<file path="config.mk">
export PLATFORM = sky130hd
export DESIGN_NAME = cls_current_limit_regs
export DESIGN_NICKNAME = d
export VERILOG_FILES = /design/src/cls_pkg.sv /design/src/cls_load_emulator.sv /design/src/cls_current_limit_regs.sv
export SDC_FILE = /design/constraint.sdc
export NUM_CORES = 2
export LEC_CHECK = 0
export BUFFER_PORTS_ARGS = -buffer_cell sky130_fd_sc_hd__buf_4
export CORE_UTILIZATION = 40
export CTS_CLUSTER_DIAMETER = 200
export DETAILED_ROUTE_END_ITERATION = 8
export PLACE_DENSITY = 0.57
export SLEW_MARGIN = 0
export SYNTH_ARGS = -nofsm -noshare
export SYNTH_HDL_FRONTEND = slang
export SYNTH_SLANG_ARGS = --single-unit
</file>
<file path="constraint.sdc">
create_clock -name clk -period 4.85 [get_ports clk]
set_input_delay 0.485 -clock clk [delete_from_list [all_inputs] [get_ports clk]]
set_output_delay 0.485 -clock clk [all_outputs]
set_load 0.01 [all_outputs]
</file>
<file path="src/cls_pkg.sv">
// Shared constants, types and decoding for the current limit and
// load step emulation command registers.
// Assumes a 200 MHz system clock and a two-page (two master) device.
package cls_pkg;

  // ==========================================================
  // Command codes
  // ==========================================================
  localparam logic [7:0] CLS_CODE_GAIN  = 8'h38; // Current sense gain
  localparam logic [7:0] CLS_CODE_FAULT = 8'h46; // Phase OC fault limit
  localparam logic [7:0] CLS_CODE_WARN  = 8'h4a; // Phase OC warn limit
  localparam logic [7:0] CLS_CODE_EMU   = 8'hf7; // Emulation control

  // ==========================================================
  // Reset values
  // ==========================================================
  localparam logic [15:0] CLS_GAIN_RESET  = 16'hca80; // 5 milliohm
  localparam logic [15:0] CLS_FAULT_RESET = 16'hdbb8; // 29.75 A
  localparam logic [15:0] CLS_WARN_RESET  = 16'hda80; // 20.0 A
  localparam logic [3:0]  CLS_EMU_RESET   = 4'h0;     // Emulation off

  // ==========================================================
  // Emulation control field positions
  // ==========================================================
  localparam int CLS_EMU_SCOPE_BIT = 3; // Scope trigger arm
  localparam int CLS_EMU_MODE_BIT  = 2; // 1 = pulsed
  localparam int CLS_EMU_MAG_HI    = 1; // Magnitude msb
  localparam int CLS_EMU_MAG_LO    = 0; // Magnitude lsb
  localparam int CLS_EMU_WIDTH     = 4; // Implemented bits

  // Magnitude codes, per phase at 5 milliohm gain
  localparam logic [1:0] CLS_MAG_OFF = 2'h0; // Off
  localparam logic [1:0] CLS_MAG_10A = 2'h1; // 10 A
  localparam logic [1:0] CLS_MAG_20A = 2'h2; // 20 A
  localparam logic [1:0] CLS_MAG_30A = 2'h3; // 30 A

  // ==========================================================
  // Timing
  // ==========================================================
  localparam int CLS_CLK_PERIOD_PS = 5000;      // 200 MHz
  localparam int CLS_PULSE_NS      = 100000;    // 100 us pulse
  localparam int CLS_PULSE_CYCLES  = (CLS_PULSE_NS * 1000) / CLS_CLK_PERIOD_PS;
  localparam int CLS_PAGES         = 2;         // Master channels

  // ==========================================================
  // Types
  // ==========================================================
  // One command from the protocol engine
  typedef struct packed {
    logic        valid; // Command strobe
    logic        write; // 1 write, 0 read
    logic        page;  // Addressed master
    logic [7:0]  code;  // Command code
    logic [15:0] wdata; // Write data, byte commands in low bits
  } cls_cmd_type;

  // Emulation control field layout
  typedef struct packed {
    logic       scope_arm; // Trigger on power good fall
    logic       pulsed;    // Pulsed mode
    logic [1:0] magnitude; // Step size
  } cls_emu_ctrl_type;

  typedef enum logic
  {
    CLS_EMU_IDLE  = 1'b0,
    CLS_EMU_PULSE = 1'b1
  } cls_emu_state_type;

  // ==========================================================
  // Linear 5s/11s to signed fixed point, 16 fractional bits
  // ==========================================================
  function automatic logic signed [47:0] cls_linear_value(input logic [15:0] v);
    logic signed [47:0] m;
    logic [5:0]         amount;
    m      = {{37{v[10]}}, v[10:0]} <<< 16;
    amount = 6'h20 - {1'b0, v[15:11]};
    if (v[15])
      cls_linear_value = m >>> amount;
    else
      cls_linear_value = m <<< v[14:11];
  endfunction

endpackage

</file>
<file path="src/cls_load_emulator.sv">
// Load step emulator for one master channel: static or pulsed level
// plus the power good scope trigger.
// Assumes power_good is synchronous to clk and the write strobe is one
// cycle long.
module cls_load_emulator
  import cls_pkg::*;
#(
  parameter int PULSE_CYCLES = CLS_PULSE_CYCLES
)
(
  input  wire logic             clk,
  input  wire logic             reset_n,
  input  wire logic             clk_en,
  input  wire cls_emu_ctrl_type ctrl,
  input  wire logic             write_strobe,
  input  wire cls_emu_ctrl_type write_value,
  input  wire logic             power_good,
  output logic [1:0]            emulated_load_step,
  output logic                  scope_trigger
);

  // ==========================================================
  // State
  // ==========================================================
  cls_emu_state_type state;        // Pulse sequencer
  cls_emu_state_type next_state;
  logic [31:0]       count;        // Cycles left in pulse
  logic [31:0]       next_count;
  logic [1:0]        level;        // Step being applied
  logic [1:0]        next_level;
  logic              pg_prev;      // Power good one cycle ago
  logic              next_pg_prev;
  logic              trig;         // Scope trigger pulse
  logic              next_trig;

  // ==========================================================
  // Next values
  // ==========================================================
  always_comb
  begin
    next_state   = state;
    next_count   = count;
    next_level   = level;
    next_pg_prev = power_good;
    // Scope trigger on a power good falling edge while armed
    next_trig    = ctrl.scope_arm & pg_prev & ~power_good;
    case (state)
      CLS_EMU_IDLE:
      begin
        if (!ctrl.pulsed)
          // Static level follows the stored magnitude
          next_level = ctrl.magnitude;
        else
          next_level = CLS_MAG_OFF;
        // A nonzero pulsed write starts one pulse
        if (write_strobe && write_value.pulsed && write_value.magnitude != CLS_MAG_OFF)
        begin
          next_state = CLS_EMU_PULSE;
          next_level = write_value.magnitude;
          next_count = 32'(PULSE_CYCLES - 1);
        end
      end
      CLS_EMU_PULSE:
      begin
        // Further writes during the pulse are not restarted
        if (count == 32'h0)
        begin
          next_state = CLS_EMU_IDLE;
          next_level = CLS_MAG_OFF;
        end
        else
          next_count = count - 32'h1;
      end
      default:
      begin
        next_state = CLS_EMU_IDLE;
        next_level = CLS_MAG_OFF;
      end
    endcase
  end

  // ==========================================================
  // Registers, frozen while clk_en is low
  // ==========================================================
  always_ff @(posedge clk or negedge reset_n)
  begin
    if (!reset_n)
    begin
      state   <= CLS_EMU_IDLE;
      count   <= 32'h0;
      level   <= CLS_MAG_OFF;
      pg_prev <= 1'b0;
      trig    <= 1'b0;
    end
    else if (clk_en)
    begin
      state   <= next_state;
      count   <= next_count;
      level   <= next_level;
      pg_prev <= next_pg_prev;
      trig    <= next_trig;
    end
  end

  assign emulated_load_step = level;
  assign scope_trigger      = trig;

endmodule

</file>
<file path="src/cls_current_limit_regs.sv">
// Current calibration, phase overcurrent limits and load step
// emulation command registers for both master channels.
// Assumes a protocol engine delivers decoded commands on cmd and that
// all inputs are synchronous to clk.
//
// Operation
// - Gain write while any channel on faults
// - Gain register, two bytes, default 5 milliohm
// - Emulation control byte, reset zero, per channel
// - Armed bit 3 triggers on power good fall
// - Static mode level follows magnitude bits
// - Pulsed mode nonzero write gives 100 us pulse
// - Magnitude codes 30, 20, 10 A, off
// - Fault limit register, default 29.75 A
// - Warn limit compared with average phase current
// - Warning sets status bits and unmasked alert
// - Fault detection suppressed while output ramps
module cls_current_limit_regs
  import cls_pkg::*;
#(
  parameter int PULSE_CYCLES = CLS_PULSE_CYCLES,
  parameter int PAGES        = CLS_PAGES
)
(
  input  wire logic              clk,
  input  wire logic              reset_n,
  input  wire logic              clk_en,
  input  wire cls_cmd_type       cmd,
  output logic [15:0]            read_data,
  output logic                   read_valid,
  output logic                   comm_fault,
  input  wire logic [PAGES-1:0]  channel_enabled,
  input  wire logic [PAGES-1:0]  output_ramping,
  input  wire logic [PAGES-1:0]  power_good,
  input  wire logic [PAGES*16-1:0] phase_current_peak,
  input  wire logic [PAGES*16-1:0] phase_current_avg,
  input  wire logic [PAGES-1:0]  alert_mask,
  input  wire logic              clear_status,
  output logic [PAGES-1:0]       overcurrent_fault,
  output logic [PAGES-1:0]       status_word_iout,
  output logic [PAGES-1:0]       status_iout_oc_warn,
  output logic                   alert_n,
  output logic [PAGES*2-1:0]     emulated_load_step,
  output logic [PAGES-1:0]       scope_trigger
);

  // ==========================================================
  // Register storage, one entry per page
  // ==========================================================
  logic [15:0]      gain [PAGES];        // Current sense gain
  logic [15:0]      next_gain [PAGES];
  logic [15:0]      fault_lim [PAGES];   // Phase OC fault limit
  logic [15:0]      next_fault_lim [PAGES];
  logic [15:0]      warn_lim [PAGES];    // Phase OC warn limit
  logic [15:0]      next_warn_lim [PAGES];
  cls_emu_ctrl_type emu_ctrl [PAGES];    // Emulation control
  cls_emu_ctrl_type next_emu_ctrl [PAGES];

  // ==========================================================
  // Read side and fault strobe
  // ==========================================================
  logic [15:0] rdata;          // Registered read word
  logic [15:0] next_rdata;
  logic        rvalid;         // Read answer strobe
  logic        next_rvalid;
  logic        cfault;         // Communication fault pulse
  logic        next_cfault;

  // ==========================================================
  // Limit monitors
  // ==========================================================
  logic [PAGES-1:0] oc_fault;      // Live fault detect
  logic [PAGES-1:0] next_oc_fault;
  logic [PAGES-1:0] warn_word;     // Sticky summary bit
  logic [PAGES-1:0] next_warn_word;
  logic [PAGES-1:0] warn_iout;     // Sticky OC warning bit
  logic [PAGES-1:0] next_warn_iout;
  logic [PAGES-1:0] alert_q;       // Alert asserted
  logic [PAGES-1:0] next_alert_q;

  // Emulator write strobes, one per page
  logic [PAGES-1:0] emu_write;

  // Any master still on blocks gain changes
  logic any_on;
  assign any_on = |channel_enabled;

  // Decode of a write to a given code and page
  function automatic logic is_write(input cls_cmd_type c, input logic [7:0] code,
                                    input int page);
    is_write = c.valid & c.write & (c.code == code) & (int'(c.page) == page);
  endfunction

  // ==========================================================
  // Register writes
  // ==========================================================
  always_comb
  begin
    next_cfault = 1'b0;
    for (int p = 0; p < PAGES; p++)
    begin
      next_gain[p]      = gain[p];
      next_fault_lim[p] = fault_lim[p];
      next_warn_lim[p]  = warn_lim[p];
      next_emu_ctrl[p]  = emu_ctrl[p];
      emu_write[p]      = 1'b0;
      if (is_write(cmd, CLS_CODE_GAIN, p))
      begin
        // Changing gain under a running output would upset current sense
        if (any_on)
          next_cfault = 1'b1;
        else
          next_gain[p] = cmd.wdata;
      end
      if (is_write(cmd, CLS_CODE_FAULT, p))
        next_fault_lim[p] = cmd.wdata;
      if (is_write(cmd, CLS_CODE_WARN, p))
        next_warn_lim[p] = cmd.wdata;
      if (is_write(cmd, CLS_CODE_EMU, p))
      begin
        // Upper bits are dropped, only the implemented field is kept
        next_emu_ctrl[p] = cmd.wdata[CLS_EMU_WIDTH-1:0];
        emu_write[p]     = 1'b1;
      end
    end
  end

  always_ff @(posedge clk or negedge reset_n)
  begin
    if (!reset_n)
    begin
      for (int p = 0; p < PAGES; p++)
      begin
        gain[p]      <= CLS_GAIN_RESET;
        fault_lim[p] <= CLS_FAULT_RESET;
        warn_lim[p]  <= CLS_WARN_RESET;
        emu_ctrl[p]  <= CLS_EMU_RESET;
      end
      cfault <= 1'b0;
    end
    else if (clk_en)
    begin
      for (int p = 0; p < PAGES; p++)
      begin
        gain[p]      <= next_gain[p];
        fault_lim[p] <= next_fault_lim[p];
        warn_lim[p]  <= next_warn_lim[p];
        emu_ctrl[p]  <= next_emu_ctrl[p];
      end
      cfault <= next_cfault;
    end
  end

  // ==========================================================
  // Register reads
  // ==========================================================
  always_comb
  begin
    next_rvalid = cmd.valid & ~cmd.write;
    next_rdata  = rdata;
    if (cmd.valid && !cmd.write)
    begin
      case (cmd.code)
        CLS_CODE_GAIN:  next_rdata = gain[cmd.page];
        CLS_CODE_FAULT: next_rdata = fault_lim[cmd.page];
        CLS_CODE_WARN:  next_rdata = warn_lim[cmd.page];
        // Reserved bits come back as zero
        CLS_CODE_EMU:   next_rdata = {12'h000, emu_ctrl[cmd.page]};
        // Codes outside this block answer zero
        default:        next_rdata = 16'h0000;
      endcase
    end
  end

  always_ff @(posedge clk or negedge reset_n)
  begin
    if (!reset_n)
    begin
      rdata  <= 16'h0000;
      rvalid <= 1'b0;
    end
    else if (clk_en)
    begin
      rdata  <= next_rdata;
      rvalid <= next_rvalid;
    end
  end

  // ==========================================================
  // Overcurrent fault and warning monitors
  // ==========================================================
  always_comb
  begin
    for (int p = 0; p < PAGES; p++)
    begin
      // Ramps draw inrush current, so no fault is judged then
      next_oc_fault[p] = ~output_ramping[p] &
        (cls_linear_value(phase_current_peak[p*16 +: 16]) >
         cls_linear_value(fault_lim[p]));
      next_warn_word[p] = warn_word[p] & ~clear_status;
      next_warn_iout[p] = warn_iout[p] & ~clear_status;
      // A new warning wins over a clear in the same cycle
      if (!output_ramping[p] &&
          cls_linear_value(phase_current_avg[p*16 +: 16]) >
          cls_linear_value(warn_lim[p]))
      begin
        next_warn_word[p] = 1'b1;
        next_warn_iout[p] = 1'b1;
      end
      next_alert_q[p] = next_warn_iout[p] & ~alert_mask[p];
    end
  end

  always_ff @(posedge clk or negedge reset_n)
  begin
    if (!reset_n)
    begin
      oc_fault  <= '0;
      warn_word <= '0;
      warn_iout <= '0;
      alert_q   <= '0;
    end
    else if (clk_en)
    begin
      oc_fault  <= next_oc_fault;
      warn_word <= next_warn_word;
      warn_iout <= next_warn_iout;
      alert_q   <= next_alert_q;
    end
  end

  // ==========================================================
  // Load step emulators, one per master channel
  // ==========================================================
  generate
    for (genvar g = 0; g < PAGES; g++)
    begin : gen_emu
      cls_load_emulator
      #(
        .PULSE_CYCLES (PULSE_CYCLES)
      )
      u_emu
      (
        .clk                (clk),
        .reset_n            (reset_n),
        .clk_en             (clk_en),
        .ctrl               (emu_ctrl[g]),
        .write_strobe       (emu_write[g]),
        .write_value        (cmd.wdata[CLS_EMU_WIDTH-1:0]),
        .power_good         (power_good[g]),
        .emulated_load_step (emulated_load_step[g*2 +: 2]),
        .scope_trigger      (scope_trigger[g])
      );
    end
  endgenerate

  // ==========================================================
  // Outputs
  // ==========================================================
  assign read_data           = rdata;
  assign read_valid          = rvalid;
  assign comm_fault          = cfault;
  assign overcurrent_fault   = oc_fault;
  assign status_word_iout    = warn_word;
  assign status_iout_oc_warn = warn_iout;
  assign alert_n             = ~(|alert_q);

endmodule

</file>
-- Word-level counts from Yosys, hierarchy flattened
Cells that the tools add are included.
- word-level logic and storage cells: 189
- flip-flop bits (word level): 204
- output and inout port bits: 31
- input port bits: 103
- add/sub/neg operators: 10
- muxes and demuxes: 51
- eq/ne operators: 10
- reduce and logical (&&, ||, !) cells: 28
- shift-type cells: 16
- order comparisons: 5
- bitwise logic cells: 40
- operators by type and width (kind ; count):
    $mux W48 ; 8
    $sshl A27 B4 Y48 ; 8
    $sshr A27 B6 Y48 ; 8
    $gt A48 B48 Y1 ; 4
    $mux W16 ; 9
    $mux W32 ; 4
    $pmux W32 S2 ; 2
    $logic_not A32 Y1 ; 2
    $pmux W16 S4 ; 1
    $sub A32 B1 Y32 const B ; 2
    $sub A6 B5 Y6 const A ; 8
    $and A1 B1 Y1 ; 26
    $reduce_and A2 Y1 ; 9
    $eq A8 B7 Y1 const B ; 2
    $mux W1 ; 14
    $not A1 Y1 ; 13
    $mux W2 ; 6
    $mux W4 ; 3
    $reduce_and A3 Y1 ; 4
    $eq A8 B6 Y1 const B ; 1
    $eq A8 B8 Y1 const B ; 1
    $ne A2 B2 Y1 const B ; 4
    $pmux W2 S2 ; 2
    $logic_and A1 B1 Y1 ; 7
    other kinds (7) ; 12

-- Longest topological paths before layout
- depth in word-level cells: 8
- depth in mapped cells: 23
- depth with buffers taken out: 17

-- By module
Synthesis repeated with hierarchy kept, for this count alone.
- cells, all modules: 3604
- area, all modules: 27124.8 um2
- modules (own cells, without submodules) (module ; instances ; sequential area each (um2) ; cells an instance ; area each (um2)):
    cls_current_limit_regs ; 1 ; 3305.7 ; 3152 ; 22893.2
    cls_load_emulator ; 2 ; 925.9 ; 226 ; 2115.8

-- Worst setup path before layout
Ideal clock, no wire load.
- kind: input -> register
- start: in phase_current_avg[27]
- end: reg alert_q[1]
- required time: 4726 ps
- arrival time: 4881 ps
- path buffers: 6
- setup time: 124 ps
- cell stages on the path: 22
- path slack: -155 ps
- path through: buf_2 buf_2 buf_2 clkbuf_1 inv_1 ha_1 clkbuf_1 buf_1 mux4_2 nor2_1 nor2_1 o21bai_1 nor2_1 nor3_1 nor2_1 ha_1 a21oi_1 o21ai_0 a211o_1 a2111oi_0 nor3_1 o31a_1
- cells in the longest elaborated chain, start to end: 7
- elaborated cells between the ends (all ways): 8
- those cells by class: add/sub: 1; order compare: 1; shift: 2; mux: 2; bitwise: 1; reduce/logical: 1
- RTL lines (what ; line ; source):
    start: declaration ; cls_current_limit_regs.sv:36 ; input wire logic [PAGES*16-1:0] phase_current_avg,
    $sub A6 B5 Y6 ; cls_pkg.sv:77 ; amount = 6'h20 - {1'b0, v[15:11]};
    $sshr A27 B6 Y48 ; cls_pkg.sv:79 ; cls_linear_value = m >>> amount;
    $mux W48 (*) ; cls_pkg.sv:78 ; if (v[15])
    $gt A48 B48 Y1 (*) ; cls_current_limit_regs.sv:204 ; cls_linear_value(phase_current_avg[p*16 +: 16]) >
    $logic_and A1 B1 Y1 (*) ; cls_current_limit_regs.sv:203 ; if (!output_ramping[p] &&
    $mux W1 (*) ; cls_current_limit_regs.sv:203 ;
    $and A1 B1 Y1 (*) ; cls_current_limit_regs.sv:210 ; next_alert_q[p] = next_warn_iout[p] & ~alert_mask[p];
    end signal: assignment ; cls_current_limit_regs.sv:228 ; alert_q <= next_alert_q;
    end: declaration ; cls_current_limit_regs.sv:78 ; logic [PAGES-1:0] alert_q;
Mark *: on every way between the ends. The rest lies on a longest branch, timed or not.
A chain may end at the register's enable or synchronous reset.

-- Final worst setup path
- start: reg warn_lim[12] (netlist name)
- end: reg alert_q[1]
- cells in the longest elaborated chain, start to end: 7
- elaborated cells between the ends (all ways): 8
- those cells by class: add/sub: 1; order compare: 1; shift: 2; mux: 2; bitwise: 1; reduce/logical: 1
- RTL lines (what ; line ; source):
    start: declaration ; cls_current_limit_regs.sv:54 ; logic [15:0] warn_lim [PAGES];
    start signal: indexed assignment ; cls_current_limit_regs.sv:147 ; warn_lim[p] <= next_warn_lim[p];
    $sub A6 B5 Y6 ; cls_pkg.sv:77 ;
    $sshr A27 B6 Y48 ; cls_pkg.sv:79 ;
    $mux W48 (*) ; cls_pkg.sv:78 ;
    $gt A48 B48 Y1 (*) ; cls_current_limit_regs.sv:204 ;
    $logic_and A1 B1 Y1 (*) ; cls_current_limit_regs.sv:203 ;
    $mux W1 (*) ; cls_current_limit_regs.sv:203 ;
    $and A1 B1 Y1 (*) ; cls_current_limit_regs.sv:210 ;
Marked as above.

==> out/qor.yml <==
grt:
  grt_use_total_pct: 24.0
  grt_overflow: 0
  antenna_found_initial: 1
  grt_pass1_wl_um: 133000
  grt_max_degree: 121
  grt_pass1_vias: 23901
floorplan:
  fp-row-count: 93
  design.core.area_mm2: 0.0648
  dieHeight_um: 259
  design.die.area_mm2: 0.0670
  pin_count: 134
  die_w_um: 259
  start_util_pct: 40.7
layout:
  final_cell_mix: "nor2_1, nand2_1, a21oi_1"
  finalInstanceArea_mm2: 0.0289
  drive_gt1_share_pct: 16.2
  utilization_pct: 44.6
  syn2layout_area_growth_pct: 9.53
  nets: 3761
  diodes: 0
  layout_commonest_cell: "nor2_1"
synthesis:
  synth_area_mm2: 0.0264
  synth_cell_types: 91
  synthCells: 3500
  synthArstFlopShare_pct: 100
  seq_area_frac_synth_pct: 19.5
  synthFlopType: "dfrtp_1"
  synth_edf_count: 0
  synthesis.nets: 3781
  avgSynthCellArea_um2: 7.54
  yosys_warnings: 0
  ys_ff_latch: 204
clock_tree:
  clock_latency_ns: 0.52
  ctsRootBufferMaster: "clkbuf_16"
  numCtsBuffers: 23
  htree_levels: 1
  cts.clk_slew.worst_paths_ns: 0.06
  cts.sinks: 204
  cts_buffer_depth: 3
  cts_tree: "done"
setup_path:
  cp-startpoint: "warn_lim[12]"
  required_ns: 5.25
  r2r_cells: 16
  crit_path_max_fanout: 16
  start_kind: "register"
  path_cells: "inv_1 > ha_1 > buf_4 > mux4_2 > mux2i_1 > nor2_1 > o311ai_0 > ha_1 > a21o_1 > a21o_1 > a221oi_1 > nor3_1 > a2111oi_1 > nor3_2 > buf_4 > o31a_1"
  crit_type: "register to register"
  r2r_start: "warn_lim[12]"
  crit_path_end_kind: "register"
  crit_arrival_ns: 4.95
  worst_path_max_delay_cell: "dfstp_2"
  slowest_delay_ns: 0.69
sta:
  hold_viol_final: 0
  timing.hold.ws_ns: 0.223
  clock_skew_ns: 0.0147
  setup_viol: 0
  slew-limit-headroom_pct: 30.3
  timing.fmax_ghz: 0.220
  finalSetupTns_ns: 0
  grt_setup_unrepaired: "no"
  fin_ws_ns: 0.295
  fin_crit_sh_pct: 93.9
  slew_violations: 0
  tightest_slew_ns: 1.04
  fin_crit_ns: 4.56
place:
  dp_slack_ns: 0.0346
  dpl_cell_area_mm2: 0.0281
  gp_congestion: 0.944
  numPortBuffers: 133
  hpwl_um: 63700
detailed_routing:
  drtIter0Drc: 2452
  route.detailed.drc: 0
  wirelength_um: 83400
  vias: 26020
  viasPerCell: 5.98
  dr.pass1.iters: 6
  routedWlPerCell_um: 19.2
  drtAntennaViolNets: 0
outcome:
  outcome: "finished, final reports clean"
flow_run:
  cap_violations: 0
power:
  p_leak_uw: 0.0118
  powerDensity_mw_per_mm2: 221
  ir_drop_uv: 236
min_path:
  whs_path_depth: 2
  hold_start: "power_good[0]"
  min_path_type: "input port to register"
layout make-up:
type	instances	area, um2
fillers	6610	35900
clock buffers	36	674
inverters	76	285
flip-flops and latches	204	5160
multi-input cells	2954	20000
repair buffers	221	1680
well taps	855	1070
clock inverters	5	82.6
through the flow:
stage,std cells,power (uW)
after detailed placement,4309,4610
final,4351,6380
after global routing,4351,6810
after global placement,4309,4600
after floorplan,3500,3920
after CTS,4351,6400
cell families (layout without fill, tap and decap cells):
group	Yosys count	count (layout)	synth area share [%]
buf+inv	342	338	4.99
xor+xnor	81	81	2.69
simple gates	1218	1218	21.2
flops	204	204	19.5
mux	417	417	18.4
compound gates	1060	1060	24.7
fa+ha+maj	178	178	8.44
worst max-delay path: cells and delay by family, from the launching register on:
family / cells / cell delay (ns)
AO/OA/AOI/OAI: 6 / 1.80
multiplexers: 2 / 0.52
flip-flops: 1 / 0.69
AND/OR/NAND/NOR: 3 / 0.31
buffers and inverters: 3 / 0.48
adder cells (fa/ha/maj): 2 / 0.65
power by group:
part	switching [uW]	internal, uW
clock	706	1060
combinational	1400	1010
sequential	262	1930
total	2370	4010
final timing paths:
path,slack (ns),to
max,0.29,alert_q[1]
min,0.22,gen_emu[0].u_emu.pg_prev
max reg2reg,0.29,alert_q[1]
min reg2reg,0.50,comm_fault
max in group asynchronous,3.17,warn_lim[29]
min in group asynchronous,0.55,gen_emu[0].u_emu.count[22]
synthesized netlist by cell type (all sizes together), types with 11 or more instances:
library cell  number  area share [%]
nor2             392             5.6
nand2b            29            0.69
nand2            390             5.5
a21o              34            0.97
a21oi            330             6.3
a21boi            14            0.40
o21a              16            0.45
nand3             77             1.5
a22o              13            0.43
o211ai            18            0.64
o21ai            314             6.0
and3              16            0.38
nor4              28            0.77
nor3             101             1.9
o22ai             61             1.4
mux2             187             8.0
or3               29            0.69
a221o             17            0.64
dfrtp            162              15
xnor2             45             1.5
o31ai             15            0.43
or2               11            0.26
xor2              36             1.2
nor2b             37            0.88
a22oi             24            0.68
inv               71             1.0
a31oi             53             1.3
dfstp             42             4.2
or4               12            0.37
mux2i            193             7.3
o221ai            19            0.63
mux4              37             3.2
buf               39            0.67
and2              22            0.52
nand4             42             1.0
ha               178             8.4
nor3b             13            0.39
clkbuf           227             3.2
a211oi            25            0.73
sequential cells by signal, summed over array words and instances (netlist names), 4 cells and up:
register,count
read_data,16
emu_ctrl,8
gen_emu.u_emu.emulated_load_step,4
fault_lim,32
gain,32
gen_emu.u_emu.count,64
warn_lim,32
layer usage:
layer,GRT usage [%],vias up,part of all wire (%)
met4,3.91,0,1.5
met5,0,-,0
li1,-,12903,-
met3,1.36,82,4.5
met2,38.0,675,44
met1,36.2,12360,50
timing repair:
item	in CTS	in global routing
setup endpoints to repair	0	3
gates resized for setup	0	2
setup buffers	0	0
hold endpoints to repair	5	0
hold buffers	1	0
(Power assumes the default switching activity.)
